**src/hw/strap_pkg.sv**
```systemverilog
/*
 Package for the reset strap capture and boot select block: boot codes,
 strap field positions, reset values and the small timing counts.
 Assumes nothing of its surroundings beyond a SystemVerilog compiler.
*/
package strap_pkg;

  // Boot source strap codes.
  localparam logic [1:0] BOOT_HOST_PLL_OFF = 2'h0;
  localparam logic [1:0] BOOT_SERIAL = 2'h1;
  localparam logic [1:0] BOOT_HOST_PLL_ON = 2'h2;
  localparam logic [1:0] BOOT_RESERVED = 2'h3;

  // Host word group: four 16-bit words make one 64-bit boot item.
  localparam int unsigned GROUP_WORDS = 4;
  localparam logic [1:0] GROUP_LAST = 2'h3;

  // Hard reset drive time, in clock cycles.
  localparam int unsigned HARD_RESET_N_DRIVE_CYCLES = 16;
  localparam logic [4:0] HARD_RESET_N_DRIVE_COUNT = 5'h10;

  // Reset values.
  localparam logic [1:0] BOOT_SOURCE_RESET = 2'h3;
  localparam logic [1:0] SYNC_RESET = 2'h0;

  typedef enum logic [2:0] {
    st_por,
    st_hard_reset,
    st_rom,
    st_host_boot,
    st_serial_boot,
    st_run,
    st_idle
  } boot_state_e;

  // Latched configuration handed to the boot loader.
  typedef struct packed {
    logic [1:0] boot_source;
    logic watchdog_enable;
    logic strobe_active_high;
    logic strobe_mode;
    logic width_8bit;
    logic [1:0] host_request_mode;
  } strap_cfg_s;

  // Raw strap pins as one bundle.
  typedef struct packed {
    logic boot_source_strap_hi;
    logic boot_source_strap_lo;
    logic watchdog_enable_strap;
    logic host_strobe_polarity_strap;
    logic host_strobe_mode_strap;
    logic host_width_strap;
    logic [1:0] host_request_pin;
  } strap_pins_s;

  localparam strap_cfg_s CFG_RESET = '{
    boot_source: 2'h3, watchdog_enable: 1'b0, strobe_active_high: 1'b0,
    strobe_mode: 1'b0, width_8bit: 1'b0, host_request_mode: 2'h0};

endpackage : strap_pkg

```
**src/hw/strap_sync.sv**
```systemverilog
/*
 Two flip-flop synchroniser for a bundle of asynchronous pins.
 Assumes the pins are quasi-static or that each bit is read on its own.
*/
`timescale 1ns/10ps
`default_nettype none
module strap_sync #(
  parameter int unsigned W = 8
) (
  // Clock and reset
  input wire logic clk,
  input wire logic rst,
  // Pins in and synchronised out
  input wire logic [W-1:0] din,
  output logic [W-1:0] dout
);
  logic [W-1:0] meta_r;
  logic [W-1:0] sync_r;

  always_ff @(posedge clk) begin
    if (rst) begin
      meta_r <= '0;
      sync_r <= '0;
    end else begin
      meta_r <= din;
      sync_r <= meta_r;
    end
  end

  assign dout = sync_r;
endmodule : strap_sync
`default_nettype wire

```
**src/hw/reset_strap_boot_select.sv**
```systemverilog
/*
 Reset strap capture and boot path selection. Samples the straps when
 power-on reset deasserts, holds them, and steps through ROM boot to the
 host or serial boot path. Assumes clk is the raw input clock and that the
 board keeps the straps steady until power-on reset releases.
*/
// Summary of operation
// Capture straps on power-on reset release.
// Code 00 host boot, 01 serial boot.
// Code 10 host with PLL, 11 reserved.
// Watchdog strap 0 off, 1 on.
// Strobe strap 0 active low, 1 high.
// Width strap 0 sixteen bits, 1 eight.
// Logic clocked from input clock, PLL bypassed.
// ROM boot first, then core may enable PLL.
// Host boot polled only, no DMA.
// Host sends four words, most significant first.
// Strobe setup from polarity and mode straps.
// Hard reset keeps latched host configuration.
// Host data bit 0 is least significant.
// Serial boot: pins to serial, device master.
// Hard reset pin is open drain, bidirectional.
// Board holds straps until power-on release.
// Host request pins sampled at power-on.
// Latched straps held and exposed to loader.
// Reserved code leaves device idle.
`timescale 1ns/10ps
`default_nettype none
module reset_strap_boot_select (
  // Clock and reset
  input wire logic clk,
  input wire logic rst,
  // Reset pins
  input wire logic power_on_reset_n,
  input wire logic hard_reset_in_n,
  output logic hard_reset_out,
  output logic hard_reset_oe_n,
  // Strap pins
  input wire strap_pkg::strap_pins_s strap_pins,
  // Boot loader handshake and software controls
  input wire logic rom_init_done,
  input wire logic pll_enable_req,
  input wire logic soft_hard_reset_req,
  // Host port word stream, polled
  input wire logic host_word_valid,
  input wire logic [15:0] host_word,
  output logic host_word_taken,
  output logic [63:0] boot_item,
  output logic boot_item_valid,
  // Configuration and status out
  output strap_pkg::strap_cfg_s strap_cfg,
  output logic pll_enabled,
  output logic host_boot_active,
  output logic serial_boot_active,
  output logic serial_pins_select,
  output logic serial_master,
  output logic host_dma_enable,
  output logic host_irq_enable,
  output logic boot_idle
);
  import strap_pkg::*;

  typedef struct packed {
    boot_state_e state;
    strap_cfg_s cfg;
    logic por_seen;
    logic [4:0] hr_count;
    logic [1:0] word_idx;
    logic [63:0] item;
    logic item_valid;
    logic taken;
    logic pll_on;
    logic hr_drive;
    // Status copies, so that every status pin except the tied-off DMA and IRQ enables leaves straight from a flop.
    logic host_on;
    logic serial_on;
    logic idle_on;
    logic oe_n;
  } state_s;

  state_s s_r;
  state_s s_nxt;
  strap_pins_s pins_sync;
  logic [1:0] rst_sync;

  // Pins are asynchronous; each passes two flip-flops first.
  strap_sync #(.W($bits(strap_pins_s))) u_strap_sync (
    .clk(clk),
    .rst(rst),
    .din(strap_pins),
    .dout(pins_sync)
  );

  strap_sync #(.W(2)) u_rst_sync (
    .clk(clk),
    .rst(rst),
    .din({power_on_reset_n, hard_reset_in_n}),
    .dout(rst_sync)
  );

  function automatic logic is_host_code(input logic [1:0] code);
    is_host_code = (code == BOOT_HOST_PLL_OFF) || (code == BOOT_HOST_PLL_ON);
  endfunction : is_host_code

  always_comb begin
    s_nxt = s_r;
    s_nxt.item_valid = 1'b0;
    s_nxt.taken = 1'b0;
    if (!rst_sync[1]) begin
      s_nxt.state = st_por;
      s_nxt.por_seen = 1'b1;
      s_nxt.pll_on = 1'b0;
      s_nxt.word_idx = 2'h0;
    end else if (s_r.por_seen) begin
      // capture on release
      s_nxt.por_seen = 1'b0;
      s_nxt.cfg.boot_source = {pins_sync.boot_source_strap_hi,
                               pins_sync.boot_source_strap_lo};
      // watchdog strap
      s_nxt.cfg.watchdog_enable = pins_sync.watchdog_enable_strap;
      // R11: R12: strobe straps only here
      s_nxt.cfg.strobe_active_high = pins_sync.host_strobe_polarity_strap;
      s_nxt.cfg.strobe_mode = pins_sync.host_strobe_mode_strap;
      // width strap
      s_nxt.cfg.width_8bit = pins_sync.host_width_strap;
      // request pins
      s_nxt.cfg.host_request_mode = pins_sync.host_request_pin;
      s_nxt.state = st_rom;
    end else if (!rst_sync[0] || soft_hard_reset_req) begin
      // hard reset keeps cfg
      s_nxt.state = st_hard_reset;
      s_nxt.pll_on = 1'b0;
      s_nxt.word_idx = 2'h0;
      if (soft_hard_reset_req) begin
        s_nxt.hr_drive = 1'b1;
        s_nxt.hr_count = HARD_RESET_N_DRIVE_COUNT;
      end
    end else begin
      case (s_r.state)
        st_por: s_nxt.state = st_rom;
        st_hard_reset: s_nxt.state = st_rom;
        // ROM loader runs first
        st_rom: begin
          if (rom_init_done) begin
            // R3: R19: decode boot code
            if (is_host_code(s_r.cfg.boot_source)) begin
              s_nxt.state = st_host_boot;
            end else if (s_r.cfg.boot_source == BOOT_SERIAL) begin
              s_nxt.state = st_serial_boot;
            end else begin
              s_nxt.state = st_idle;
            end
            // code 10 enables PLL
            s_nxt.pll_on = (s_r.cfg.boot_source == BOOT_HOST_PLL_ON);
          end
        end
        st_host_boot: begin
          // R10: R13: polled word groups
          if (host_word_valid && !s_r.taken) begin
            s_nxt.taken = 1'b1;
            s_nxt.item = {s_r.item[47:0], host_word};
            s_nxt.word_idx = s_r.word_idx + 2'h1;
            s_nxt.item_valid = (s_r.word_idx == GROUP_LAST);
          end
          if (pll_enable_req) begin
            s_nxt.state = st_run;
          end
        end
        st_serial_boot: begin
          if (pll_enable_req) begin
            s_nxt.state = st_run;
          end
        end
        st_run: s_nxt.state = st_run;
        st_idle: s_nxt.state = st_idle;
        default: s_nxt.state = st_idle;
      endcase
      // PLL only after ROM init
      // A hard reset sends the core back through ROM, so the request is refused there too.
      if (pll_enable_req && (s_r.state == st_host_boot || s_r.state == st_serial_boot ||
                             s_r.state == st_run)) begin
        s_nxt.pll_on = 1'b1;
      end
    end
    // open-drain hard reset drive
    if (s_r.hr_drive && !soft_hard_reset_req) begin
      if (s_r.hr_count == 5'h01) begin
        s_nxt.hr_drive = 1'b0;
      end
      s_nxt.hr_count = s_r.hr_count - 5'h01;
    end
    // R19: registered status
    s_nxt.host_on = (s_nxt.state == st_host_boot);
    s_nxt.serial_on = (s_nxt.state == st_serial_boot);
    s_nxt.idle_on = (s_nxt.state == st_idle);
    // enable follows drive
    s_nxt.oe_n = !s_nxt.hr_drive;
  end

  // all logic on the input clock
  always_ff @(posedge clk) begin
    if (rst) begin
      s_r <= '{state: st_por, cfg: CFG_RESET, por_seen: 1'b0, hr_count: 5'h00,
               word_idx: 2'h0, item: 64'h0000000000000000, item_valid: 1'b0,
               taken: 1'b0, pll_on: 1'b0, hr_drive: 1'b0, host_on: 1'b0,
               serial_on: 1'b0, idle_on: 1'b0, oe_n: 1'b1};
    end else begin
      s_r <= s_nxt;
    end
  end

  // held config exposed
  assign strap_cfg = s_r.cfg;
  assign pll_enabled = s_r.pll_on;
  assign host_boot_active = s_r.host_on;
  // serial pins and master role
  assign serial_boot_active = s_r.serial_on;
  assign serial_pins_select = s_r.serial_on;
  assign serial_master = s_r.serial_on;
  assign host_dma_enable = 1'b0;
  assign host_irq_enable = 1'b0;
  assign boot_idle = s_r.idle_on;
  assign host_word_taken = s_r.taken;
  assign boot_item = s_r.item;
  assign boot_item_valid = s_r.item_valid;
  assign hard_reset_out = 1'b0;
  assign hard_reset_oe_n = s_r.oe_n;
endmodule : reset_strap_boot_select
`default_nettype wire

```
**config.mk**
```make
export PLATFORM = sky130hd
export DESIGN_NAME = reset_strap_boot_select
export DESIGN_NICKNAME = d
export VERILOG_FILES = /design/src/hw/strap_pkg.sv /design/src/hw/strap_sync.sv /design/src/hw/reset_strap_boot_select.sv
export SDC_FILE = /design/constraint.sdc
export NUM_CORES = 1
export LEC_CHECK = 0
export CELL_PAD_IN_SITES_DETAIL_PLACEMENT = 1
export CELL_PAD_IN_SITES_GLOBAL_PLACEMENT = 1
export CORE_MARGIN = 1.5
export CORE_UTILIZATION = 49
export CTS_BUF_LIST = sky130_fd_sc_hd__clkbuf_8
export DETAILED_ROUTE_END_ITERATION = 12
export DONT_BUFFER_PORTS = 1
export GPL_TIMING_DRIVEN = 0
export PLACE_DENSITY = 0.82
export SLEW_MARGIN = 20
export SYNTH_ARGS = -nofsm -noshare
export SYNTH_HDL_FRONTEND = slang
export SYNTH_SLANG_ARGS = --single-unit
```
**constraint.sdc**
```tcl
create_clock -name clk -period 1.9 [get_ports clk]
set_clock_uncertainty 0.15 [all_clocks]
set_input_delay 0.38 -clock clk [delete_from_list [all_inputs] [get_ports clk]]
set_output_delay 0.38 -clock clk [all_outputs]
set_load 0.02 [all_outputs]
```
# Word level (Yosys, flattened, before mapping)

Index checks and enable logic that the tools add are counted.
Widths: inputs -> output; s select.

Bits in registers: 111
Latch bits: 0
Bits in writable memories: 0
Bits in read-only memories: 0
Bits of input ports: 32
Output and inout port bits: 84
Word-level logic and storage cells: 100
Memories: 0

Add/sub/neg operators: 2
Multiply operators: 0
Div/mod/pow operators: 0
$lt $le $gt $ge: 0
Eq/ne operators: 13
Shift operators: 0
Muxes and demuxes: 27
Bitwise gates (word level): 5
Reduce and logical (&&, ||, !) cells: 30

Operators with widths:

| cell                | number |
|---|---|
| $mux 68             | 2 |
| $mux 75             | 1 |
| $mux 66             | 1 |
| $mux 5              | 4 |
| $mux 3              | 6 |
| $eq 3x3->1 const B  | 4 |
| $pmux 3 s4          | 1 |
| $mux 1              | 10 |
| $reduce_bool 2->1   | 5 |
| $eq 3x2->1 const B  | 3 |
| $reduce_and 3->1    | 2 |
| $reduce_bool 3->1   | 2 |
| $reduce_or 2->1     | 3 |
| $reduce_or 6->1     | 1 |
| $eq 5x1->1 const B  | 1 |
| $not 1->1           | 5 |
| $reduce_and 5->1    | 1 |
| $reduce_or 5->1     | 1 |
| $sub 5x1->5 const B | 1 |
| $eq 2x2->1 const B  | 2 |
| $logic_not 1->1     | 4 |
| $logic_or 1x1->1    | 4 |
| $mux 2              | 2 |
| $reduce_and 4->1    | 1 |
| 8 further kinds     | 10 |

# Depth between registers and ports, before layout

Gate-level depths: netlist (run 1).

Depth after elaboration: 11
Mapped depth: 7
Depth with buffers taken out: 5

# By module

From an unflattened synthesis (run 1), not the netlist that was laid out.

Cells, all modules: 487
Area, all modules: 4682.0 um^2

Modules (own cells, without submodules):

| module                     | instances | cells each | area each (um^2) | sequential area each (um^2) |
|---|---|---|---|---|
| reset_strap_boot_select    | 1         | 446        | 4112.7           | 1821.7 |
| strap_sync at u_strap_sync | 1         | 33         | 464.2            | 320.3 |
| strap_sync at u_rst_sync   | 1         | 8          | 105.1            | 80.1 |

# Least setup slack after synthesis (run 1)

Ideal clock, no wire load.

Kind: input to register
Start: input port soft_hard_reset_req
End: register s_r (netlist bit boot_item[14])
Setup time: 0.143 ns
Data arrival time: 1.247 ns
Required time: 1.607 ns
Path slack: 0.360 ns
Stages on the path: 6
Path buffers: 2
Cells stage by stage: nor3b_2 -> nand4_1 -> buf_4 -> buf_2 -> nand2_1 -> a21oi_2

Word-level cells in the longest chain between the ends: 3

RTL lines:

| element                           | RTL line                       | source |
|---|---|---|
| start, declared                   | reset_strap_boot_select.sv:43  | `input wire logic soft_hard_reset_req,` |
| $logic_or 1x1->1                  | reset_strap_boot_select.sv:129 | `end else if (!rst_sync[0] \|\| soft_hard_reset_req) begin` |
| $not 1->1 (no source line)        | -                              |  |
| $reduce_and 5->1 (no source line) | -                              |  |
| end signal, assigned              | reset_strap_boot_select.sv:203 | `s_r <= '{state: st_por, cfg: CFG_RESET, por_seen: 1'b0, hr_count: 5'h00,` |
| end signal, assigned              | reset_strap_boot_select.sv:208 | `s_r <= s_nxt;` |
| end, declared                     | reset_strap_boot_select.sv:81  | `state_s s_r;` |

Every way passes these cells.
A chain may end at the register's enable or synchronous reset.

# Worst setup path in the final report (run 1)

Start: register u_rst_sync.sync_r[0], in the netlist u_rst_sync.dout[0]
End: register s_r (netlist bit boot_item[51])

Word-level cells in the longest chain between the ends: 4

RTL lines:

| element                           | RTL line                       | source |
|---|---|---|
| start, declared                   | strap_sync.sv:18               | `logic [W-1:0] sync_r;` |
| start signal, assigned            | strap_sync.sv:26               | `sync_r <= meta_r;` |
| $logic_not 1->1                   | reset_strap_boot_select.sv:129 |  |
| $logic_or 1x1->1                  | reset_strap_boot_select.sv:129 |  |
| $not 1->1 (no source line)        | -                              |  |
| $reduce_and 5->1 (no source line) | -                              |  |

Every way passes these cells.

==> flow_summary.yaml, run 1 <==
outcome:
  status: "finished, final reports clean"
route:
  drt_wl_total_um: 11100
  antenna_left: 0
  vias: 3470
  dr.pass1.iters: 4
  viasPerCell: 4.91
  wl_per_cell_um: 15.6
  drc: 0
  drtIter0Drc: 74
synth:
  avgSynthCellArea_um2: 8.96
  syn_inst: 535
  synth_ff_type: "dfxtp_1"
  synth_top_area_cell: "dfxtp_1"
  yosysTopAreaCellShare_pct: 46.4
  yosys_warnings: 0
  yosys-top-cells-area: "dfxtp_1, buf_4, a21oi_2"
  synthesis.area_um2: 4790
  synth_cell_type_count: 42
  seq_area_frac_synth_pct: 46.4
  synth.ff_latch_count: 111
  synthArstFlopShare_pct: 0
  synth_edf_count: 0
critical_path:
  worstReg2RegStart: "u_rst_sync.dout[0]$_SDFF_PP0_"
  cp-start-kind: "flip-flop"
  cp-startpoint: "u_rst_sync.dout[0]$_SDFF_PP0_"
  end_kind: "flip-flop"
  rrSetupSlack_ps: 120
  criticalPathCategory: "reg2reg"
  crit_required_ps: 1990
  worstPathMaxFanout: 10
  cp.arrival_ps: 1870
run:
  maxCapViolCount: 0
cts:
  cts_tree: "yes"
  h-tree-depth: 3
  numCtsBuffers: 9
  clkLatencyLatePin_ps: 380
  cts.sinks: 111
  clk_pin_slew_ps: 130
  root_buffer: "clkbuf_8"
  clk_path_buf_depth: 2
timing:
  timing.final.ws_setup_ps: 116
  hold_viol: 0
  setup_viol_count_final: 0
  slew_headroom_pct: 49.6
  finalWorstPathRequiredPeriod_ps: 1780
  post-route-period-util_pct: 93.9
  rsz0062_at_grt: "yes"
  worst_pin_slew_ps: 756
  finalMaxSlewViolations: 0
  fmax_mhz: 561
global_routing:
  grt_pass1_vias: 3617
  grt-ovfl-total: 0
  grt_first_pass_wirelength_um: 17900
  antenna_found_initial: 0
  grt_max_degree: 23
  grt.total_usage_pct: 22.4
final_layout:
  n_fill_cell: 1148
  multiInputGateArea_um2: 1790
  final_layout_size_suffix_gt1_share_pct: 31.8
  nNetsFinal: 608
  regArea_um2: 2220
  diodes: 0
  syn_to_final_growth_pct: 13.4
power_and_ir_drop:
  ir_worst_vdd_mv: 0.337
  p_leak_uw: 0.00200
  power_density_nw_per_um2: 734
  power_uw: 3990
placement:
  post-place-ws_ps: 49.4
  portBuffers: 0
  gp_congestion: 0.842
  dp_hpwl_um: 8150
die:
  die_x_um: 102
  initial_utilization_pct: 51.1
  rows: 35
  dieHeight_um: 102
  ioPinCount: 116
  core_um2: 9370
  die_area_um2: 10400
worst_hold_path:
  hp-class: "in2reg"
  hold_path.startpoint: "pll_enable_req"
cells in the mapped netlist (2+ instances only):
cell      instances
a21oi_2          60
nor2b_1          27
a211oi_1          3
buf_6             5
buf_4            79
nand2b_1          3
ha_1              3
nand4_1           2
nand2_2          10
buf_2             6
inv_1             5
nand2_1         139
a31oi_1           3
or3_1             2
and3b_1           3
and2_1            3
a21oi_1          18
nor4_1            2
nand3b_1          5
nor3_1            2
o21ai_0           3
clkbuf_1         13
dfxtp_1         111
buf_1             2
nor2_1            9
critical path, stage by stage, from the launching register on:
cell     delay, ps
dfxtp_1        360
nor3b_2        330
nand4_1        210
buf_4          230
buf_2          190
nand2_1        110
a21oi_2         60
area by class of cell:
class / count / area share, %
inverters: 5 / 0.345
clock inverters: 7 / 1.64
repair buffers: 26 / 4.79
multi-input cells: 314 / 32.9
well taps: 129 / 2.97
clock buffers: 9 / 2.28
plain buffers: 106 / 14.1
flip-flops and latches: 111 / 40.9
sequential cells by signal, indices dropped and copies added, names as in the netlist:
signal	cells
boot_item_valid	1
boot_idle	1
u_strap_sync.dout	8
s_r	12
strap_cfg	8
host_word_taken	1
boot_item	64
u_rst_sync.meta_r	2
serial_boot_active	1
host_boot_active	1
u_strap_sync.meta_r	8
u_rst_sync.dout	2
pll_enabled	1
hard_reset_oe_n	1
metal layers:
metal,global-route usage (%),vias to the layer above,routed length [um]
met3,4.79,12,407
met4,6.85,0,156
met1,27.2,1658,4830
met5,0,-,0
li1,-,1725,-
met2,39.9,75,5670
where the power goes:
group,switching (uW),internal (uW)
Clock,909,536
Combinational,97.8,76.5
Sequential,14.7,2350
cells by family after synthesis:
kind of cell	share of synthesized area, %
AOI/OAI and AO/OA	15.2
adders and majority gates	0.783
buffers and inverters	16.5
DFF	46.4
muxes	0.235
other	0.0783
and+or+nand+nor	20.9
worst paths after layout:
kind | to | depth (start not counted)
worst max register to register | boot_item[51]$_SDFFE_PP0P_ | 6
worst min-delay path | pll_enabled$_SDFFE_PP0P_ | 2
worst min register to register | strap_cfg[2]$_SDFFE_PP0P_ | 2
worst max-delay path | boot_item[51]$_SDFFE_PP0P_ | 6
cell usage in the layout (no fill, tap or decap), drive strengths merged, types with 2 or more instances in the layout:
master	count
a211oi	4
a21oi	78
a31oi	3
and2	3
and3b	3
buf	94
clkbuf	21
clkinv	4
conb	3
dfxtp	111
dlygate4sd3	26
ha	3
inv	8
nand2	149
nand2b	3
nand3b	5
nand4	2
nor2	9
nor2b	27
nor3	2
nor3b	2
nor4	2
o21ai	3
or3	2
through the flow:
stage / std cells / cell area (um2) / setup TNS, ps / hold slack (ps) / utilization, %
final: 707 / 5430 / 0 / 29.6 / 58.0
after global routing: 707 / 5430 / -33.0 / 4.57 / 58.0
after CTS: 708 / 5430 / 0 / 7.47 / 58.0
after detailed placement: 666 / 4960 / 0 / 278 / 52.9
after global placement: 666 / 4960 / 0 / 269 / 52.9
after floorplan: 537 / 4800 / 0 / 264 / -
repair_timing:
item,CTS,global route
endpoints found under the setup margin,0,62
buffers inserted,0,0
resized for setup,0,3
endpoints found under the hold margin,26,0
hold buffers,26,0
Note: power is estimated with default switching activity, not from simulation.
==> inputs of run 2 (changes only) <==
--- a/config.mk
+++ b/config.mk
@@ -8,12 +8,14 @@
 export CELL_PAD_IN_SITES_DETAIL_PLACEMENT = 1
 export CELL_PAD_IN_SITES_GLOBAL_PLACEMENT = 1
 export CORE_MARGIN = 1.5
-export CORE_UTILIZATION = 49
+export CORE_UTILIZATION = 35
 export CTS_BUF_LIST = sky130_fd_sc_hd__clkbuf_8
 export DETAILED_ROUTE_END_ITERATION = 12
 export DONT_BUFFER_PORTS = 1
 export GPL_TIMING_DRIVEN = 0
-export PLACE_DENSITY = 0.82
+export PLACE_DENSITY = 0.62
+export REMOVE_ABC_BUFFERS = 1
+export SKIP_CTS_REPAIR_TIMING = 1
 export SLEW_MARGIN = 20
 export SYNTH_ARGS = -nofsm -noshare
 export SYNTH_HDL_FRONTEND = slang
==> flow_summary.yaml, run 2 (synthesis gave the netlist of run 1 again) <==
power_and_ir_drop:
  ir_worst_vdd_mv: 0.343
  p_leak_uw: 0.00159
  power_density_nw_per_um2: 819
timing:
  hold_ws_ps: -101
  finalWorstPathRequiredPeriod_ps: 1790
  post-route-period-util_pct: 94.3
  fmax_mhz: 558
  timing.final.ws_setup_ps: 108
  worst_pin_slew_ps: 562
  rsz0062_at_grt: "no"
  finalMaxSlewViolations: 0
  setup_viol_count_final: 0
  hold_viol: 69
  slew_headroom_pct: 62.5
route:
  dr.pass1.iters: 4
  vias: 3079
  drc: 0
  antenna_left: 0
  wl_per_cell_um: 16.1
  drtIter0Drc: 115
  drt_wl_total_um: 10600
  viasPerCell: 4.70
final_layout:
  fin_cells: 655
  n_fill_cell: 1557
  utilization_pct: 36.4
  layout_commonest_cell: "nand2_1"
  design_area_um2: 4840
  nNetsFinal: 510
  mostFrequentLayoutCells: "nand2_1, dfxtp_1, a21oi_2, nor2b_1, dlygate4sd3_1"
  largest_reg_flops: 64
  final_layout_size_suffix_gt1_share_pct: 22.3
  diodes: 0
  syn_to_final_growth_pct: 0.940
critical_path:
  reg2regPathDepth: 6
  worstPathMaxFanout: 4
  r2r_end: "s_r[75]$_SDFFE_PP0P_"
  worstReg2RegStart: "s_r[74]$_SDFFE_PP0P_"
  critPathMaxStageDelay_ps: 540
  path_cells: "inv_1 > ha_1 > nor2_1 > a31oi_1 > nor2_1 > dlygate4sd3_1"
  crit_required_ps: 2030
  end_kind: "flip-flop"
  cp-start-kind: "flip-flop"
  crit_top_cell: "nor2_1"
  cp_top_family: "buffers and inverters"
  cp-startpoint: "s_r[74]$_SDFFE_PP0P_"
  cp_num_buf_inv: 2
  criticalPathCategory: "reg2reg"
  cp.arrival_ps: 1920
  cp_slowest_cell: "dlygate4sd3_1"
  rrSetupSlack_ps: 110
die:
  initial_utilization_pct: 36.0
  dieHeight_um: 120
  rows: 42
  ioPinCount: 116
  die_x_um: 120
  core_um2: 13300
  die_area_um2: 14400
cts:
  clk_path_buf_depth: 2
  h-tree-depth: 3
  cts_tree: "yes"
  clk_pin_slew_ps: 100
  cts.sinks: 111
  numCtsBuffers: 9
  root_buffer: "clkbuf_8"
  clkLatencyLatePin_ps: 390
placement:
  portBuffers: 0
  dp_hpwl_um: 6050
  gp_congestion: 0.745
  postPlaceCellArea_um2: 4300
  dp.cells: 610
  post-place-ws_ps: -601
global_routing:
  grt.total_usage_pct: 13.3
  grt_max_degree: 105
  antenna_found_initial: 0
  grt_first_pass_wirelength_um: 15200
  grt-ovfl-total: 0
  grt_pass1_vias: 2975
worst_hold_path:
  hp-class: "in2reg"
  hold_path.startpoint: "rst"
  hold_end: "boot_item[29]$_SDFFE_PP0P_"
  hold_path_depth: 1
run:
  maxCapViolCount: 0
outcome:
  violations: "hold timing"
  status: "finished with violations"
[run 2: area by class of cell]
class	instances	area [um2]	area share [%]
clock buffers	10	138	2.85
clock inverters	5	63.8	1.32
inverters	5	18.8	0.388
multi-input cells	317	1840	38.1
flip-flops and latches	111	2230	46.1
well taps	176	220	4.55
repair buffers	31	324	6.70
[run 2: layer usage]
metal / track usage [%] / share of wire [%]
met5: 0 / 0
met4: 6.03 / 1.6
met3: 6.13 / 8.8
met2: 20.3 / 44
met1: 15.8 / 46
[run 2: worst max path at each step]
stage                                       endpoint  slack (ps)  cells past startpoint
after floorplan           boot_item[10]$_SDFFE_PP0P_        -870                      4
after global placement    boot_item[43]$_SDFFE_PP0P_       -2290                      4
after detailed placement  boot_item[14]$_SDFFE_PP0P_        -600                      7
after CTS                 boot_item[31]$_SDFFE_PP0P_        -620                      7
after global routing            s_r[75]$_SDFFE_PP0P_          20                      4
final                           s_r[75]$_SDFFE_PP0P_         110                      6
[run 2: power by group]
part	internal (uW)	switching [uW]
clock	651	840
combinational	58.6	35.9
sequential	2350	22.8
[run 2: per-stage QoR]
stage          TNS [ps]  total power, uW
2_1_floorplan    -57360             2470
3_3_place_gp    -149400             2480
3_5_place_dp     -27310             2480
4_1_cts          -28930             3980
5_1_grt               0             4120
6_report              0             3960
==> inputs of run 3 (changes only) <==
==> constraint.sdc (replaced) <==
create_clock -name clk -period 1.9 [get_ports clk]
set_clock_uncertainty 0.15 [all_clocks]
set_input_delay 0.38 -clock clk [delete_from_list [all_inputs] [get_ports clk]]
set_output_delay 0.38 -clock clk [all_outputs]
set_load 0.01 [all_outputs]
==> flow_summary.yaml, run 3 (synthesis gave the netlist of run 1 again) <==
outcome:
  status: "finished with violations"
  violations: "hold timing"
critical_path:
  cp.arrival_ps: 2070
  worstPathMaxFanout: 32
  criticalPathCategory: "reg2reg"
  cp-startpoint: "s_r[79]$_SDFF_PP0_"
  cp-start-kind: "flip-flop"
  worstReg2RegStart: "s_r[79]$_SDFF_PP0_"
  end_kind: "flip-flop"
  crit_required_ps: 2080
die:
  die_x_um: 120
  initial_utilization_pct: 36.0
  rows: 42
  ioPinCount: 116
  die_area_um2: 14400
  dieHeight_um: 120
  core_um2: 13300
run:
  maxCapViolCount: 0
route:
  drt_wl_total_um: 10100
  antenna_left: 0
  dr.pass1.iters: 4
  viasPerCell: 4.69
  wl_per_cell_um: 15.4
  drtIter0Drc: 97
  drc: 0
  vias: 3086
final_layout:
  layout_commonest_cell: "nand2_1"
  syn_to_final_growth_pct: 1.62
  final_layout_size_suffix_gt1_share_pct: 22.4
  nNetsFinal: 513
  mostFrequentLayoutCells: "nand2_1, dfxtp_1, a21oi_2, dlygate4sd3_1, nor2b_1"
  largest_reg_flops: 64
  diodes: 0
cts:
  clkLatencyLatePin_ps: 380
  cts.sinks: 111
  root_buffer: "clkbuf_8"
  clk_path_buf_depth: 2
  clk_pin_slew_ps: 110
  h-tree-depth: 3
  numCtsBuffers: 9
  cts_tree: "yes"
global_routing:
  grt.total_usage_pct: 13.3
  grt_pass1_vias: 2975
  grt_first_pass_wirelength_um: 15200
  antenna_found_initial: 0
  grt_max_degree: 105
  grt-ovfl-total: 0
placement:
  post-place-ws_ps: -599
  dp_hpwl_um: 6050
  portBuffers: 0
  gp_congestion: 0.745
timing:
  rsz0062_at_grt: "yes"
  post-route-period-util_pct: 99.5
  timing.final.ws_setup_ps: 9.09
  finalMaxSlewViolations: 0
  finalWorstPathRequiredPeriod_ps: 1890
  fmax_mhz: 529
  hold_ws_ps: -98.3
  setup_viol_count_final: 0
  hold_viol: 70
worst_hold_path:
  hp-class: "in2reg"
  hold_path.startpoint: "rst"
power_and_ir_drop:
  p_leak_uw: 0.00161
  ir_worst_vdd_mv: 0.342
  power_density_nw_per_um2: 811
-- run 3: cell count changes in the layout (fill, tap and decap cells not counted) --
| cell | before | now |
|---|---|---|
| a21oi_1 | 18 | 17 |
| a21oi_2 | 60 | 61 |
| and4_4 | 4 | 2 |
| buf_4 | 3 | 4 |
| buf_6 | 1 | 2 |
| dfxtp_2 | 5 | 4 |
| dfxtp_4 | 0 | 1 |
| dlygate4sd3_1 | 24 | 27 |
-- run 3: layout make-up --
cell class | instances | area (um2)
Tap cell | 176 | 220
Multi-Input combinational cell | 315 | 1830
Sequential cell | 111 | 2230
Inverter | 5 | 18.8
Fill cell | 1551 | 8430
Clock buffer | 10 | 138
Timing Repair Buffer | 36 | 373
Clock inverter | 5 | 63.8
-- run 3: per-stage QoR --
step,instance area [um2],setup TNS (ps),utilization [%],std cells,power (uW)
floorplan,4030,-57360,-,430,2470
global placement,4250,-149400,32.0,606,2480
detailed placement,4300,-27250,32.4,610,2480
CTS,4500,-28880,33.9,625,3980
global route,4870,-2730,36.6,658,4120
finish,4870,0,36.6,658,3950
-- run 3: final timing paths --
check | end | slack (ps) | cells after the start
max | boot_item[28]$_SDFFE_PP0P_ | 9 | 5
min reg2reg | strap_cfg[2]$_SDFFE_PP0P_ | 290 | 2
min | boot_item[29]$_SDFFE_PP0P_ | -100 | 1
max reg2reg | boot_item[28]$_SDFFE_PP0P_ | 9 | 5
-- run 3: report_power, final --
| part | internal [uW] | switching (uW) | leakage (uW) |
|---|---|---|---|
| logic | 59.4 | 32.9 | 0.000606 |
| registers | 2350 | 20.1 | 0.000901 |
| clock network | 651 | 831 | 0.0000994 |
| total | 3060 | 884 | 0.00161 |
-- run 3: routing by layer --
metal / wire length, um / global-route usage [%] / vias up
met2: 4380 / 20.3 / 86
li1: - / - / 1528
met4: 163 / 6.03 / 0
met3: 935 / 6.13 / 11
met5: 0 / 0 / -
met1: 4650 / 15.8 / 1461
-- run 3: worst max-delay path, stage by stage, from the launching register on --
cell and delay, ps:
dfxtp_4 410, nor3b_4 280, buf_6 170, and4_4 540
nand2_1 130, a21oi_2 140
